--- src/logic/aer_params.svh ---
/*
  register offsets, field positions, reset values and timing counts of the alarm and event reporter.
  assumes a 32-bit apb slave with word-aligned registers.
*/
`ifndef AER_PARAMS_SVH
`define AER_PARAMS_SVH
// ****************************************
// register byte offsets
// ****************************************
`define AER_OFF_EVENTS      12'h000
`define AER_OFF_HIST        12'h004
`define AER_OFF_CTRL        12'h008
`define AER_OFF_ALARM       12'h00c
`define AER_OFF_NOTIFY      12'h010
`define AER_OFF_IRQ_STAT    12'h014
`define AER_OFF_IRQ_MASK    12'h018
`define AER_OFF_CUST_ID     12'h01c
// ****************************************
// field positions
// ****************************************
`define AER_EV_YELLOW       0
`define AER_EV_DTE_LOS      1
`define AER_EV_EXC_ERR      2
`define AER_EV_FRAME_ERR    3
`define AER_EV_BPV          4
`define AER_EV_NONE         5
`define AER_EV_FULL         6
`define AER_CTRL_MASTER     0
`define AER_CTRL_GEN        1
`define AER_CTRL_VENDOR     2
`define AER_CTRL_LINK       3
`define AER_CTRL_CLEAR      4
`define AER_CTRL_RT_MODEM   5
`define AER_CTRL_RT_COM     6
`define AER_CTRL_RT_DIAL    7
`define AER_CTRL_IF_LSB     8
`define AER_NUM_ALARMS      7
`define AER_NUM_IF          4
`define AER_NUM_IRQ         4
// ****************************************
// reset values and timing
// ****************************************
`define AER_CTRL_RESET      32'h0000_0000
`define AER_CUST_ID_RESET   16'h0000
`define AER_SECONDS_PER_INT 10'd900
`define AER_CLK_HZ          100000000
`define AER_TICK_PERIOD_S   1
`endif

--- src/logic/aer_pkg.sv ---
/*
  types shared by the alarm and event reporter files.
  assumes aer_params.svh is compiled alongside.
*/
package aer_pkg;
  typedef enum logic [2:0] {
    AER_MSG_NONE,
    AER_MSG_ALARM_SET,
    AER_MSG_ALARM_CLR,
    AER_MSG_WARM_START,
    AER_MSG_AUTH_FAIL,
    AER_MSG_VENDOR,
    AER_MSG_LINK_DOWN,
    AER_MSG_LINK_UP
  } aer_msg_t;
endpackage

--- src/logic/aer_alarm_if.sv ---
/*
  carries alarm conditions into the priority selector and its result back.
  assumes one clock domain.
*/
`timescale 1ns/100ps
interface aer_alarm_if;
  logic [6:0] active;
  logic       set_pulse;
  logic       clr_pulse;
  logic [2:0] alarm_idx;
  logic       busy;
  modport owner (output active, input set_pulse, input clr_pulse, input alarm_idx, input busy);
  modport sel   (input active, output set_pulse, output clr_pulse, output alarm_idx, output busy);
endinterface

--- src/logic/aer_top.sv ---
/*
  alarm and event reporter: interval event flags, far-end completeness, alarm messages and notifications.
  assumes apb master on clk_in, event inputs on pins, a one-second tick pin and a 15-minute boundary pin.
*/
`timescale 1ns/100ps
`include "aer_params.svh"
module aer_top (
  input  wire logic        clk_in,
  input  wire logic        rst_n_in,
  input  wire logic        psel_in,
  input  wire logic        penable_in,
  input  wire logic        pwrite_in,
  input  wire logic [11:0] paddr_in,
  input  wire logic [31:0] pwdata_in,
  output logic      [31:0] prdata_out,
  output logic             pready_out,
  output logic             pslverr_out,
  input  wire logic [4:0]  event_in,
  input  wire logic        sec_tick_in,
  input  wire logic        far_sec_ok_in,
  input  wire logic        interval_end_in,
  input  wire logic [6:0]  alarm_cond_in,
  input  wire logic        standalone_in,
  input  wire logic        auth_fail_in,
  input  wire logic        vendor_event_in,
  input  wire logic [7:0]  vendor_code_in,
  input  wire logic [3:0]  link_state_in,
  output logic             msg_valid_out,
  output aer_pkg::aer_msg_t msg_type_out,
  output logic      [7:0]  msg_code_out,
  output logic      [15:0] msg_cust_id_out,
  output logic             route_modem_out,
  output logic             route_com_out,
  output logic             route_dial_out,
  output logic             irq_out
);
  // ****************************************
  // input synchronisers
  // ****************************************
  localparam int NS = 30;
  logic [NS-1:0] s1_reg;
  logic [NS-1:0] s2_reg;
  logic [NS-1:0] s3_reg;
  logic [NS-1:0] stab_reg;
  logic [NS-1:0] raw_in;
  // the vendor code rides with its strobe so both settle in the same cycle
  assign raw_in = {vendor_code_in, standalone_in, alarm_cond_in, link_state_in,
                   auth_fail_in, vendor_event_in, interval_end_in, far_sec_ok_in,
                   sec_tick_in, event_in};
  // change is accepted only once stage two and three agree, filtering one-cycle glitches
  always_ff @(posedge clk_in or negedge rst_n_in) begin
    if (!rst_n_in) begin
      s1_reg   <= '0;
      s2_reg   <= '0;
      s3_reg   <= '0;
      stab_reg <= '0;
    end else begin
      s1_reg   <= raw_in;
      s2_reg   <= s1_reg;
      s3_reg   <= s2_reg;
      stab_reg <= (s2_reg & s3_reg) | (stab_reg & (s2_reg | s3_reg));
    end
  end
  logic [NS-1:0] prev_reg;
  always_ff @(posedge clk_in or negedge rst_n_in) begin
    if (!rst_n_in) begin
      prev_reg <= '0;
    end else begin
      prev_reg <= stab_reg;
    end
  end
  wire [NS-1:0] rise = stab_reg & ~prev_reg;
  wire [NS-1:0] fall = ~stab_reg & prev_reg;
  wire [4:0] ev_lvl     = stab_reg[4:0];
  wire       tick_p     = rise[5];
  wire       far_ok     = stab_reg[6];
  wire       bound_p    = rise[7];
  wire       vendor_p   = rise[8];
  wire       auth_p     = rise[9];
  wire [3:0] link_up_p  = rise[13:10];
  wire [3:0] link_dn_p  = fall[13:10];
  wire [6:0] alarm_lvl  = stab_reg[20:14];
  wire       alone_lvl  = stab_reg[21];
  wire [7:0] vcode_lvl  = stab_reg[29:22];

  // ****************************************
  // apb slave and registers
  // ****************************************
  logic [31:0] ctrl_reg;
  logic [15:0] cust_id_reg;
  logic [3:0]  irq_stat_reg;
  logic [3:0]  irq_mask_reg;
  wire acc       = psel_in & penable_in;
  wire wr_acc    = acc & pwrite_in;
  wire hit_ctrl  = paddr_in == `AER_OFF_CTRL;
  wire hit_cust  = paddr_in == `AER_OFF_CUST_ID;
  wire hit_istat = paddr_in == `AER_OFF_IRQ_STAT;
  wire hit_imask = paddr_in == `AER_OFF_IRQ_MASK;
  wire mapped    = hit_ctrl | hit_cust | hit_istat | hit_imask | (paddr_in == `AER_OFF_EVENTS)
                   | (paddr_in == `AER_OFF_HIST) | (paddr_in == `AER_OFF_ALARM)
                   | (paddr_in == `AER_OFF_NOTIFY);
  wire wr_ctrl   = wr_acc & hit_ctrl;
  wire wr_cust   = wr_acc & hit_cust;
  wire wr_imask  = wr_acc & hit_imask;
  wire clear_perf_command = wr_ctrl & pwdata_in[`AER_CTRL_CLEAR];
  // the clear bit is a strobe, so it never stays set in the control word
  wire [31:0] ctrl_next = pwdata_in & ~(32'h1 << `AER_CTRL_CLEAR);
  assign pready_out  = 1'b1;
  assign pslverr_out = acc & ~mapped;

  always_ff @(posedge clk_in or negedge rst_n_in) begin
    if (!rst_n_in) begin
      ctrl_reg <= `AER_CTRL_RESET;
    end else if (wr_ctrl) begin
      ctrl_reg <= ctrl_next;
    end
  end

  always_ff @(posedge clk_in or negedge rst_n_in) begin
    if (!rst_n_in) begin
      cust_id_reg <= `AER_CUST_ID_RESET;
    end else if (wr_cust) begin
      cust_id_reg <= pwdata_in[15:0];
    end
  end

  always_ff @(posedge clk_in or negedge rst_n_in) begin
    if (!rst_n_in) begin
      irq_mask_reg <= 4'h0;
    end else if (wr_imask) begin
      irq_mask_reg <= pwdata_in[3:0];
    end
  end
  wire       master_notify_enable = ctrl_reg[`AER_CTRL_MASTER];
  wire       gen_en    = ctrl_reg[`AER_CTRL_GEN];
  wire       vendor_en = ctrl_reg[`AER_CTRL_VENDOR];
  wire       link_en   = ctrl_reg[`AER_CTRL_LINK];
  wire [3:0] if_sel    = ctrl_reg[`AER_CTRL_IF_LSB +: `AER_NUM_IF];

  // ****************************************
  // interval flags
  // ****************************************
  logic [4:0] work_ev_reg;
  logic [4:0] interval_event_flags;
  logic [9:0] sec_cnt_reg;
  logic       miss_reg;
  logic       far_end_interval_full;
  // the count stops at a full interval instead of wrapping
  wire        sec_full = sec_cnt_reg == `AER_SECONDS_PER_INT;
  always_ff @(posedge clk_in or negedge rst_n_in) begin
    if (!rst_n_in) begin
      work_ev_reg           <= 5'h00;
      interval_event_flags  <= 5'h00;
      sec_cnt_reg           <= 10'h000;
      miss_reg              <= 1'b0;
      far_end_interval_full <= 1'b0;
    end else if (clear_perf_command) begin
      work_ev_reg           <= 5'h00;
      interval_event_flags  <= 5'h00;
      sec_cnt_reg           <= 10'h000;
      miss_reg              <= 1'b0;
      far_end_interval_full <= 1'b0;
    end else if (bound_p) begin
      interval_event_flags  <= work_ev_reg | ev_lvl;
      far_end_interval_full <= ~miss_reg & sec_full;
      work_ev_reg           <= 5'h00;
      sec_cnt_reg           <= 10'h000;
      miss_reg              <= 1'b0;
    end else begin
      work_ev_reg <= work_ev_reg | ev_lvl;
      if (tick_p) begin
        sec_cnt_reg <= sec_full ? sec_cnt_reg : sec_cnt_reg + 10'd1;
        miss_reg    <= miss_reg | ~far_ok;
      end
    end
  end
  wire no_events = ~|interval_event_flags;

  // ****************************************
  // alarm selection
  // ****************************************
  aer_alarm_if alm ();
  assign alm.active = alarm_lvl;
  aer_alarm_sel u_sel (
    .clk_in   (clk_in),
    .rst_n_in (rst_n_in),
    .alm      (alm)
  );

  // ****************************************
  // alarm routing
  // ****************************************
  // carrier unit has no modem port; dial-out only when not standalone
  wire route_modem_next = alone_lvl & ctrl_reg[`AER_CTRL_RT_MODEM];
  wire route_com_next   = ctrl_reg[`AER_CTRL_RT_COM];
  wire route_dial_next  = ~alone_lvl & ctrl_reg[`AER_CTRL_RT_DIAL];
  always_ff @(posedge clk_in or negedge rst_n_in) begin
    if (!rst_n_in) begin
      route_modem_out <= 1'b0;
      route_com_out   <= 1'b0;
      route_dial_out  <= 1'b0;
    end else begin
      route_modem_out <= route_modem_next;
      route_com_out   <= route_com_next;
      route_dial_out  <= route_dial_next;
    end
  end

  // ****************************************
  // notification messages
  // ****************************************
  logic warm_pend_reg;
  logic [3:0] lup_sel;
  logic [3:0] ldn_sel;
  assign lup_sel = link_up_p & if_sel;
  assign ldn_sel = link_dn_p & if_sel;
  wire warm_go   = warm_pend_reg & master_notify_enable & gen_en;
  // an alarm message in the same cycle wins, so the notice stays pending until it goes out
  wire warm_sent = warm_go & ~alm.set_pulse & ~alm.clr_pulse;
  always_ff @(posedge clk_in or negedge rst_n_in) begin
    if (!rst_n_in) begin
      warm_pend_reg <= 1'b1;
    end else if (warm_sent) begin
      warm_pend_reg <= 1'b0;
    end
  end

  // ****************************************
  // message selection
  // ****************************************
  logic              msg_valid_next;
  aer_pkg::aer_msg_t msg_type_next;
  logic [7:0]        msg_code_next;
  // one message per cycle; lower-priority coincident notifications are dropped, except the warm start, which stays pending
  always_comb begin
    msg_valid_next = 1'b1;
    msg_type_next  = aer_pkg::AER_MSG_NONE;
    msg_code_next  = 8'h00;
    if (alm.set_pulse) begin
      msg_type_next = aer_pkg::AER_MSG_ALARM_SET;
      msg_code_next = {5'h00, alm.alarm_idx};
    end else if (alm.clr_pulse) begin
      msg_type_next = aer_pkg::AER_MSG_ALARM_CLR;
      msg_code_next = {5'h00, alm.alarm_idx};
    end else if (!master_notify_enable) begin
      msg_valid_next = 1'b0;
    end else if (warm_go) begin
      msg_type_next = aer_pkg::AER_MSG_WARM_START;
    end else if (auth_p && gen_en) begin
      msg_type_next = aer_pkg::AER_MSG_AUTH_FAIL;
    end else if (vendor_p && vendor_en) begin
      msg_type_next = aer_pkg::AER_MSG_VENDOR;
      msg_code_next = vcode_lvl;
    end else if (link_en && |ldn_sel) begin
      msg_type_next = aer_pkg::AER_MSG_LINK_DOWN;
      msg_code_next = {4'h0, ldn_sel};
    end else if (link_en && |lup_sel) begin
      msg_type_next = aer_pkg::AER_MSG_LINK_UP;
      msg_code_next = {4'h0, lup_sel};
    end else begin
      msg_valid_next = 1'b0;
    end
  end

  always_ff @(posedge clk_in or negedge rst_n_in) begin
    if (!rst_n_in) begin
      msg_valid_out   <= 1'b0;
      msg_type_out    <= aer_pkg::AER_MSG_NONE;
      msg_code_out    <= 8'h00;
      msg_cust_id_out <= 16'h0000;
    end else begin
      msg_valid_out   <= msg_valid_next;
      msg_type_out    <= msg_type_next;
      msg_code_out    <= msg_code_next;
      msg_cust_id_out <= cust_id_reg;
    end
  end

  // ****************************************
  // interrupts
  // ****************************************
  wire [3:0] irq_ev = {bound_p, alm.clr_pulse, alm.set_pulse, auth_p};
  wire [3:0] irq_w1c = (wr_acc & hit_istat) ? pwdata_in[3:0] : 4'h0;
  always_ff @(posedge clk_in or negedge rst_n_in) begin
    if (!rst_n_in) begin
      irq_stat_reg <= 4'h0;
    end else begin
      irq_stat_reg <= (irq_stat_reg & ~irq_w1c) | irq_ev;
    end
  end
  assign irq_out = |(irq_stat_reg & irq_mask_reg);

  // ****************************************
  // read mux
  // ****************************************
  wire [31:0] rd_events_w = {25'h0, far_end_interval_full, no_events, interval_event_flags};
  wire [31:0] rd_hist_w   = {11'h0, work_ev_reg, 5'h0, miss_reg, sec_cnt_reg};
  wire [31:0] rd_alarm_w  = {21'h0, alm.busy, alm.alarm_idx, alarm_lvl};
  wire [31:0] rd_notify_w = {31'h0, warm_pend_reg};
  wire [31:0] rd_istat_w  = {28'h0, irq_stat_reg};
  wire [31:0] rd_imask_w  = {28'h0, irq_mask_reg};
  wire [31:0] rd_cust_w   = {16'h0, cust_id_reg};
  wire        rd_setup    = psel_in & ~penable_in & ~pwrite_in;
  logic [31:0] rd_word;
  always_comb begin
    rd_word = 32'h0000_0000;
    if (paddr_in == `AER_OFF_EVENTS) begin
      rd_word = rd_events_w;
    end else if (paddr_in == `AER_OFF_HIST) begin
      rd_word = rd_hist_w;
    end else if (hit_ctrl) begin
      rd_word = ctrl_reg;
    end else if (paddr_in == `AER_OFF_ALARM) begin
      rd_word = rd_alarm_w;
    end else if (paddr_in == `AER_OFF_NOTIFY) begin
      rd_word = rd_notify_w;
    end else if (hit_istat) begin
      rd_word = rd_istat_w;
    end else if (hit_imask) begin
      rd_word = rd_imask_w;
    end else if (hit_cust) begin
      rd_word = rd_cust_w;
    end
  end
  // read data is taken in the setup cycle so the access phase needs no wait state;
  // a status bit that sets during the access phase shows on the next read
  always_ff @(posedge clk_in or negedge rst_n_in) begin
    if (!rst_n_in) begin
      prdata_out <= 32'h0000_0000;
    end else if (rd_setup) begin
      prdata_out <= rd_word;
    end
  end
endmodule

--- src/logic/aer_alarm_sel.sv ---
/*
  alarm priority selector: reports one alarm at a time, clear only when none left.
  assumes alarm condition levels are already synchronised; bit 0 is highest priority.
*/
`timescale 1ns/100ps
module aer_alarm_sel (
  input  wire logic   clk_in,
  input  wire logic   rst_n_in,
  aer_alarm_if.sel    alm
);
  logic       busy_reg;
  logic [2:0] idx_reg;
  logic [2:0] top_idx;
  logic       any_active;
  logic       cur_gone;

  // lowest index wins, so simultaneous alarms yield the higher priority
  always_comb begin
    top_idx = 3'h0;
    for (int i = 6; i >= 0; i--) begin
      if (alm.active[i]) begin
        top_idx = 3'(i);
      end
    end
  end

  assign any_active = |alm.active;
  assign cur_gone   = ~alm.active[idx_reg];
  // a new alarm is never reported while the held one stays up, whatever its priority
  assign alm.set_pulse = ~busy_reg & any_active;
  // held alarm ends only when every alarm condition has dropped, no timeout
  assign alm.clr_pulse = busy_reg & cur_gone & ~any_active;
  assign alm.alarm_idx = busy_reg ? idx_reg : top_idx;
  assign alm.busy      = busy_reg;

  always_ff @(posedge clk_in or negedge rst_n_in) begin
    if (!rst_n_in) begin
      busy_reg <= 1'b0;
      idx_reg  <= 3'h0;
    end else if (alm.set_pulse) begin
      busy_reg <= 1'b1;
      idx_reg  <= top_idx;
    end else if (alm.clr_pulse) begin
      busy_reg <= 1'b0;
    end
  end
endmodule

--- config.mk ---
export PLATFORM = sky130hd
export DESIGN_NAME = aer_top
export DESIGN_NICKNAME = d
export VERILOG_FILES = /design/src/logic/aer_pkg.sv /design/src/logic/aer_alarm_if.sv /design/src/logic/aer_top.sv /design/src/logic/aer_alarm_sel.sv
export VERILOG_INCLUDE_DIRS = /design/src /design/src/logic
export SDC_FILE = /design/constraint.sdc
export NUM_CORES = 1
export LEC_CHECK = 0
export BUFFER_PORTS_ARGS = -buffer_cell sky130_fd_sc_hd__buf_4
export CAP_MARGIN = 5
export CORE_MARGIN = 10
export CORE_UTILIZATION = 57
export CTS_CLUSTER_SIZE = 30
export DETAILED_ROUTE_END_ITERATION = 6
export GPL_TIMING_DRIVEN = 0
export PLACE_DENSITY = 0.86
export RECOVER_POWER = 50
export SYNTH_ARGS = -nofsm -noshare
export SYNTH_HDL_FRONTEND = slang
export SYNTH_SLANG_ARGS = --single-unit
--- constraint.sdc ---
create_clock -name clk_in -period 3.3 [get_ports clk_in]
set_input_delay 0.33 -clock clk_in [delete_from_list [all_inputs] [get_ports clk_in]]
set_output_delay 0.33 -clock clk_in [all_outputs]
set_load 0.05 [all_outputs]
==> summary.md, run 1 <==
| Metric | Value |
|---|---|
| I/O pin total | 145 |
| First-pass GRT wire length | 39.0 mm |
| Share of flip-flops with an asynchronous set or reset after synthesis | 100% |
| Number of gates given a new drive strength after cts | 0 |
| Peak ir drop on the vdd network | 0.478 mV |
| Post-CTS setup buffer count | 0 |
| Net load switching power | 1.64 mW |
| Area of the mapped netlist | 0.00997 mm2 |
| CTS max path bufs | 3 |
| Clk Latency, worst-skew pair | 0.54 ns |
| Final setup margin | 0.893 ns |
| Number of flip-flops in the largest register | 32 |
| Switching Fraction | 22.8% |
| Total leakage power | 6.04 nW |
| Area enclosed by the die boundary | 0.0232 mm2 |
| CTS tree | yes |
| Power per unit of standard cell area | 573 mW/mm2 |
| H-tree lvl count | 1 |
| Antenna Violating Nets Remaining | 0 |
| Post-Synthesis Cells | 754 |
| Layout Area Growth over Synthesis | 26.5% |
| Post-synth EDFFs | 0 |
| Utilization after layout | 73.2% |
| Post-layout total power | 7.23 mW |
| Design internal power | 5.58 mW |
| RSZ-0062 raised after global routing | no |
| Worst clock skew | 0.0176 ns |
| Pre-CTS worst setup slack | 0.658 ns |
| Number of buffers and inverters on the critical path | 3 |
| Startpoint of the most critical setup path | rst_n_in |
| Number of nets at the end of the flow | 1039 |
| Post-DP Area | 0.0114 mm2 |
| Final Cell Area | 0.0126 mm2 |
| Worst path top cell family by delay | buffers and inverters |
| Maximum achievable frequency | 415 MHz |
| CP peak stage delay | 1.58 ns |
| Sequential share of power | 50.5% |
| Initial cell density of the core | 57.9% |
| Critical path launch point type | input port |
| Combinational power share | 6.3% |
| Clock buffer count from CTS | 27 |
| Max Cap Viol | 1 |
| Startpoint of the worst-slack reg-to-reg timing path | stab_reg[14] |
| Largest net degree at the start of global routing | 123 |
| Class of the worst hold path | input port to flip-flop |
| Global-route total usage across every layer | 20.5% |
| Root Driver | clkbuf_16 |
| Fraction of final layout cells sized beyond drive strength 1 | 26.3% |
| Clock-pin slew of the registers on the worst-case setup and hold paths | 0.06 ns |
| Minimum clock period | 2.41 ns |
| Number of antenna violations at the first check in global routing | 0 |
| Startpoint of the worst hold path | pwdata_in[25] |
| Classification of the worst setup path | input port to asynchronous set/reset pin |
| Total iterations of the first detailed-routing run | 7 |
| Die Y-Extent | 152 um |
| Residual DRC count | 0 |
| Via count of the first global-routing pass | 7163 |
| Register bit count reported by yosys | 273 |
| Max stage delay cell, worst path | clkbuf_1 |
| Arrival time of the worst setup path | 3.03 ns |
| Cell breakdown of the critical path | dlygate4sd3_1 -> clkbuf_1 -> buf_16 |
| Run status | finished with violations |
| Routed length per instance | 20.2 um |
| Leading cell type in the layout, fill and taps excluded | dfrtp_1 |
| Post-detailed-routing wire length | 24.3 mm |
| Clock Sinks | 273 |
| Worst-path maximum fanout | 122 |
| Syn Nets | 835 |
| Critical path endpoint category | asynchronous set/reset pin |
| Port buffer count | 142 |
| Proportion of synthesized chip area in sequential cells | 68.5% |
| Routability-driven placement congestion ratio | 0.941 |
| Die width | 152 um |
| Worst rel slew slack | -48.3% |
| Crit path required time | 3.92 ns |
| Final antenna diode count | 0 |
| Detailed placer's ending HPWL | 16.5 mm |
| Most used flip-flop cell after synthesis | dfrtp_1 |
| Count of warnings emitted by yosys | 0 |
| Gr ovfl total | 0 |
| Unique masters post-synth | 60 |
| Setup violators final | 0 |
| Synthesized area divided by synthesized cell count | 13.2 um2 |
| Via count | 6868 |
| Final hold violations | 0 |
| Portion of total power attributed to the clock network | 43.2% |
| Number of vias per cell after detailed routing | 5.70 |
| Total negative setup slack | 0 ns |
| Rows | 48 |
| Standard cell core area | 0.0172 mm2 |
| Most frequent cells in the layout | dfrtp_1, buf_4, nand2_1 |
| Period utilisation layout | 72.9% |
| Number of DRC markers after the initial detailed-route iteration | 568 |
| Max Transition Viols Final | 37 |
| Failing checks | max-capacitance violations, max-slew violations |
| Worst-margin pin slew | 2.23 ns |
==> per-layer routing <==
metal / global-route usage (%) / vias to the layer above / wire length, um / share of wire (%)
li1: - / 3075 / - / -
met1: 26.8 / 3408 / 9690 / 40
met2: 33.9 / 317 / 12000 / 49
met3: 3.92 / 68 / 1890 / 7.8
met4: 6.56 / 0 / 749 / 3.1
met5: 0 / - / 0 / 0
==> layout make-up <==
| cell class | count | area (um2) |
|---|---|---|
| sequential | 273 | 6830 |
| fill | 1106 | 4620 |
| multi-input combinational | 438 | 2930 |
| timing repair buffer | 175 | 1430 |
| clock buffer | 39 | 811 |
| tap | 225 | 282 |
| buffer | 29 | 155 |
| clock inverter | 11 | 121 |
| inverter | 14 | 52.6 |
==> kinds of logic after synthesis <==
family                     after synthesis  share of synthesized area (%)
muxes                                   57                           6.72
AOI/OAI and AO/OA                      134                           8.49
buffers and inverters                   43                           2.08
and+or+nand+nor                        203                           9.91
adders and majority gates               34                           3.46
other                                    1                         0.0376
xor gates and xnor gates                 9                          0.790
DFF                                    273                           68.5
==> path summary, 6_finish.rpt <==
| path | end | slack (ns) | cells after the start |
|---|---|---|---|
| max | prdata_out[27] | 0.89 | 3 |
| min | ctrl_reg[25] | 0.03 | 2 |
| max reg2reg | msg_code_out[0] | 0.98 | 7 |
| min reg2reg | s2_reg[18] | 0.35 | 0 |
| max in group clk_in | msg_code_out[0] | 0.98 | 7 |
| min in group asynchronous | s1_reg[26] | 1.00 | 2 |
==> synth_stat cells (all sizes together), types with 2 or more instances <==
| cell type | instances | share of area [%] |
|---|---|---|
| a21oi | 37 | 1.9 |
| a221o | 2 | 0.20 |
| a221oi | 2 | 0.18 |
| a22o | 16 | 1.4 |
| a22oi | 13 | 0.98 |
| a31oi | 6 | 0.38 |
| and2 | 4 | 0.25 |
| and3 | 14 | 0.88 |
| buf | 14 | 0.99 |
| clkbuf | 15 | 0.56 |
| dfrtp | 272 | 68 |
| ha | 2 | 0.25 |
| inv | 13 | 0.49 |
| maj3 | 32 | 3.2 |
| mux2 | 50 | 6.0 |
| mux2i | 7 | 0.70 |
| nand2 | 59 | 2.3 |
| nand2b | 5 | 0.31 |
| nand3 | 15 | 0.75 |
| nand3b | 5 | 0.38 |
| nand4 | 11 | 0.69 |
| nor2 | 52 | 2.0 |
| nor2b | 9 | 0.56 |
| nor3 | 12 | 0.60 |
| nor3b | 2 | 0.15 |
| nor4 | 6 | 0.44 |
| o211ai | 4 | 0.30 |
| o21ai | 38 | 1.9 |
| o22ai | 2 | 0.13 |
| or2 | 2 | 0.13 |
| or3 | 3 | 0.19 |
| or4 | 2 | 0.15 |
| xnor2 | 4 | 0.35 |
| xor2 | 5 | 0.44 |
==> power by group through the flow <==
stage,Combinational (mW),Clock [mW],Sequential [mW]
6_report,0.454,3.12,3.65
4_1_cts,0.461,3.16,3.65
5_1_grt,0.510,3.30,3.67
3_5_place_dp,0.425,0,3.71
3_3_place_gp,0.400,0,3.70
2_1_floorplan,0.204,0,3.67
==> worst reg2reg max path, cell delays in order, from the launching register on <==
cell,delay [ns]
dfrtp_1,0.43
or4_1,0.60
nor2b_1,0.14
buf_4,0.19
xnor2_1,0.17
nor2_1,0.44
nand4_1,0.15
nand3_1,0.15
==> per-stage QoR <==
step / hold WS, ns / cells
after floorplan: 0.0344 / 754
after global placement: 0.331 / 1121
after detailed placement: 0.229 / 1123
after CTS: 0.0184 / 1204
after global routing: 0.0223 / 1204
final: 0.0260 / 1204
==> timing repair <==
action	CTS	global route
hold buffers	31	0
endpoints found under the setup margin	0	0
endpoints found under the hold margin	66	0
Note: power is estimated with default switching activity, not from simulation.
==> inputs of run 2 (changes only) <==
Settings changed: CORE_UTILIZATION 57 to 56, PLACE_DENSITY 0.86 to 0.84.
Clock period 3.3 ns to 2.4 ns, I/O delays scaled along.
==> summary.md, run 2 (synthesis results as in run 1) <==
| Metric | Value |
|---|---|
| Hold worst-path end | far_end_interval_full |
| Post-route insts no fill | 1231 |
| Final antenna diode count | 0 |
| Class of the worst hold path | input port to flip-flop |
| Antenna Violating Nets Remaining | 0 |
| Period utilisation layout | 94.3% |
| Final setup margin | 0.137 ns |
| Total iterations of the first detailed-routing run | 6 |
| Clk Latency, worst-skew pair | 0.53 ns |
| Clock Sinks | 273 |
| Setup violators final | 0 |
| Worst-margin pin slew | 1.52 ns |
| Critical path endpoint category | flip-flop |
| Via count | 7003 |
| Root Driver | clkbuf_16 |
| Leading cell type in the layout, fill and taps excluded | dfrtp_1 |
| Worst rel slew slack | -1.13% |
| Worst clock skew | 0.0167 ns |
| Number of antenna violations at the first check in global routing | 0 |
| Via count of the first global-routing pass | 7220 |
| Routed length per instance | 20.3 um |
| First-pass GRT wire length | 39.7 mm |
| Post-layout total power | 9.84 mW |
| Rows | 48 |
| CTS max path bufs | 3 |
| Area enclosed by the die boundary | 0.0236 mm2 |
| Port buffer count | 142 |
| Arrival time of the worst setup path | 2.62 ns |
| Die Y-Extent | 153 um |
| Number of DRC markers after the initial detailed-route iteration | 622 |
| Classification of the worst setup path | flip-flop to flip-flop |
| Initial cell density of the core | 57.5% |
| Final hold violations | 0 |
| Largest net degree at the start of global routing | 116 |
| Minimum clock period | 2.26 ns |
| I/O pin total | 145 |
| Utilization after layout | 74.1% |
| Final Cell Area | 0.0129 mm2 |
| Startpoint of the worst hold path | pwdata_in[4] |
| Most frequent cells in the layout | dfrtp_1, buf_4, dlygate4sd3_1 |
| H-tree lvl count | 1 |
| Peak ir drop on the vdd network | 0.864 mV |
| Worst-case reg-to-reg path depth | 7 |
| Number of vias per cell after detailed routing | 5.69 |
| Number of nets at the end of the flow | 1069 |
| CTS tree | yes |
| Worst-path maximum fanout | 10 |
| RSZ-0062 raised after global routing | no |
| Residual DRC count | 0 |
| Max Transition Viols Final | 60 |
| Power per unit of standard cell area | 765 mW/mm2 |
| Critical path launch point type | flip-flop |
| Clock buffer count from CTS | 26 |
| Failing checks | max-capacitance violations, max-slew violations |
| Global-route total usage across every layer | 20.7% |
| Startpoint of the worst-slack reg-to-reg timing path | stab_reg[14] |
| Die width | 153 um |
| Reg2Reg Capture Point | msg_code_out[0] |
| Number of flip-flops in the largest register | 32 |
| Gr ovfl total | 0 |
| Pre-CTS worst setup slack | -0.153 ns |
| Reg-to-reg slack, setup | 0.14 ns |
| Run status | finished with violations |
| Total leakage power | 6.14 nW |
| Standard cell core area | 0.0174 mm2 |
| Placed Cells | 1123 |
| Crit path required time | 2.76 ns |
| Number of cells on the worst hold path | 2 |
| Post-DP Area | 0.0114 mm2 |
| Routability-driven placement congestion ratio | 0.926 |
| Fraction of final layout cells sized beyond drive strength 1 | 25.1% |
| Detailed placer's ending HPWL | 16.7 mm |
| Maximum achievable frequency | 442 MHz |
| Layout Area Growth over Synthesis | 29.0% |
| Post-detailed-routing wire length | 25.0 mm |
| Clock-pin slew of the registers on the worst-case setup and hold paths | 0.06 ns |
| Max Cap Viol | 1 |
-- run 2: cell types whose count changed in the layout (fill, tap and decap cells not counted), sizes merged --
cell / change
clkbuf: -2
buf: -1
dlygate4sd3: +31
clkinvlp: -2
bufinv: +1
inv: -1
clkinv: +1
-- run 2: worst max-delay path: stages, from the launching register on --
cell and delay (ns):
dfrtp_1 0.43, or4_1 0.61, nor2b_1 0.13, buf_4 0.18, xnor2_1 0.31, nor2_2 0.18, nand4_1 0.15, nand3_1 0.11
-- run 2: report_power, final --
part	switching [mW]	internal [mW]	leakage, nW
registers	0.185	4.83	3.45
logic	0.356	0.306	2.25
clock network	1.67	2.50	0.437
-- run 2: metrics by stage --
| stage | setup TNS [ns] | hold WS, ns |
|---|---|---|
| 2_1_floorplan | 0 | -0.0556 |
| 3_3_place_gp | -280.90 | 0.332 |
| 3_5_place_dp | -1.51 | 0.217 |
| 4_1_cts | 0 | 0.0869 |
| 5_1_grt | 0 | 0.116 |
| 6_report | 0 | 0.0955 |
-- run 2: worst max-delay path by stage --
stage	startpoint	depth (start not counted)	slack, ns	end
2_1_floorplan	paddr_in[11]	8	0.48	cust_id_reg[10]
6_report	stab_reg[14]	7	0.14	msg_code_out[0]
3_5_place_dp	paddr_in[11]	7	-0.15	ctrl_reg[29]
4_1_cts	stab_reg[14]	7	0.05	msg_code_out[0]
5_1_grt	rst_n_in	3	0.02	prdata_out[3]
3_3_place_gp	rst_n_in	1	-1.05	prdata_out[25]
-- run 2: repair_timing --
item	CTS	global route
setup buffers	0	0
endpoints found under the hold margin	138	0
hold buffers	62	0
endpoints found under the setup margin	0	4
resized for setup	0	2
-- run 2: layer usage --
layer | global-route usage (%) | vias to the layer above | share of wire [%]
met5 | 0 | - | 0
met4 | 8.95 | 0 | 4.1
met3 | 3.79 | 79 | 7.4
met2 | 32.8 | 314 | 48
met1 | 27.5 | 3485 | 41
li1 | - | 3125 | -
-- run 2: area by class of cell --
class	instances	area (um2)
fillers	1092	4490
clock inverters	10	129
well taps	225	282
plain buffers	29	155
flip-flops and latches	273	6830
inverters	14	52.6
clock buffers	36	749
multi-input cells	438	2940
repair buffers	206	1720
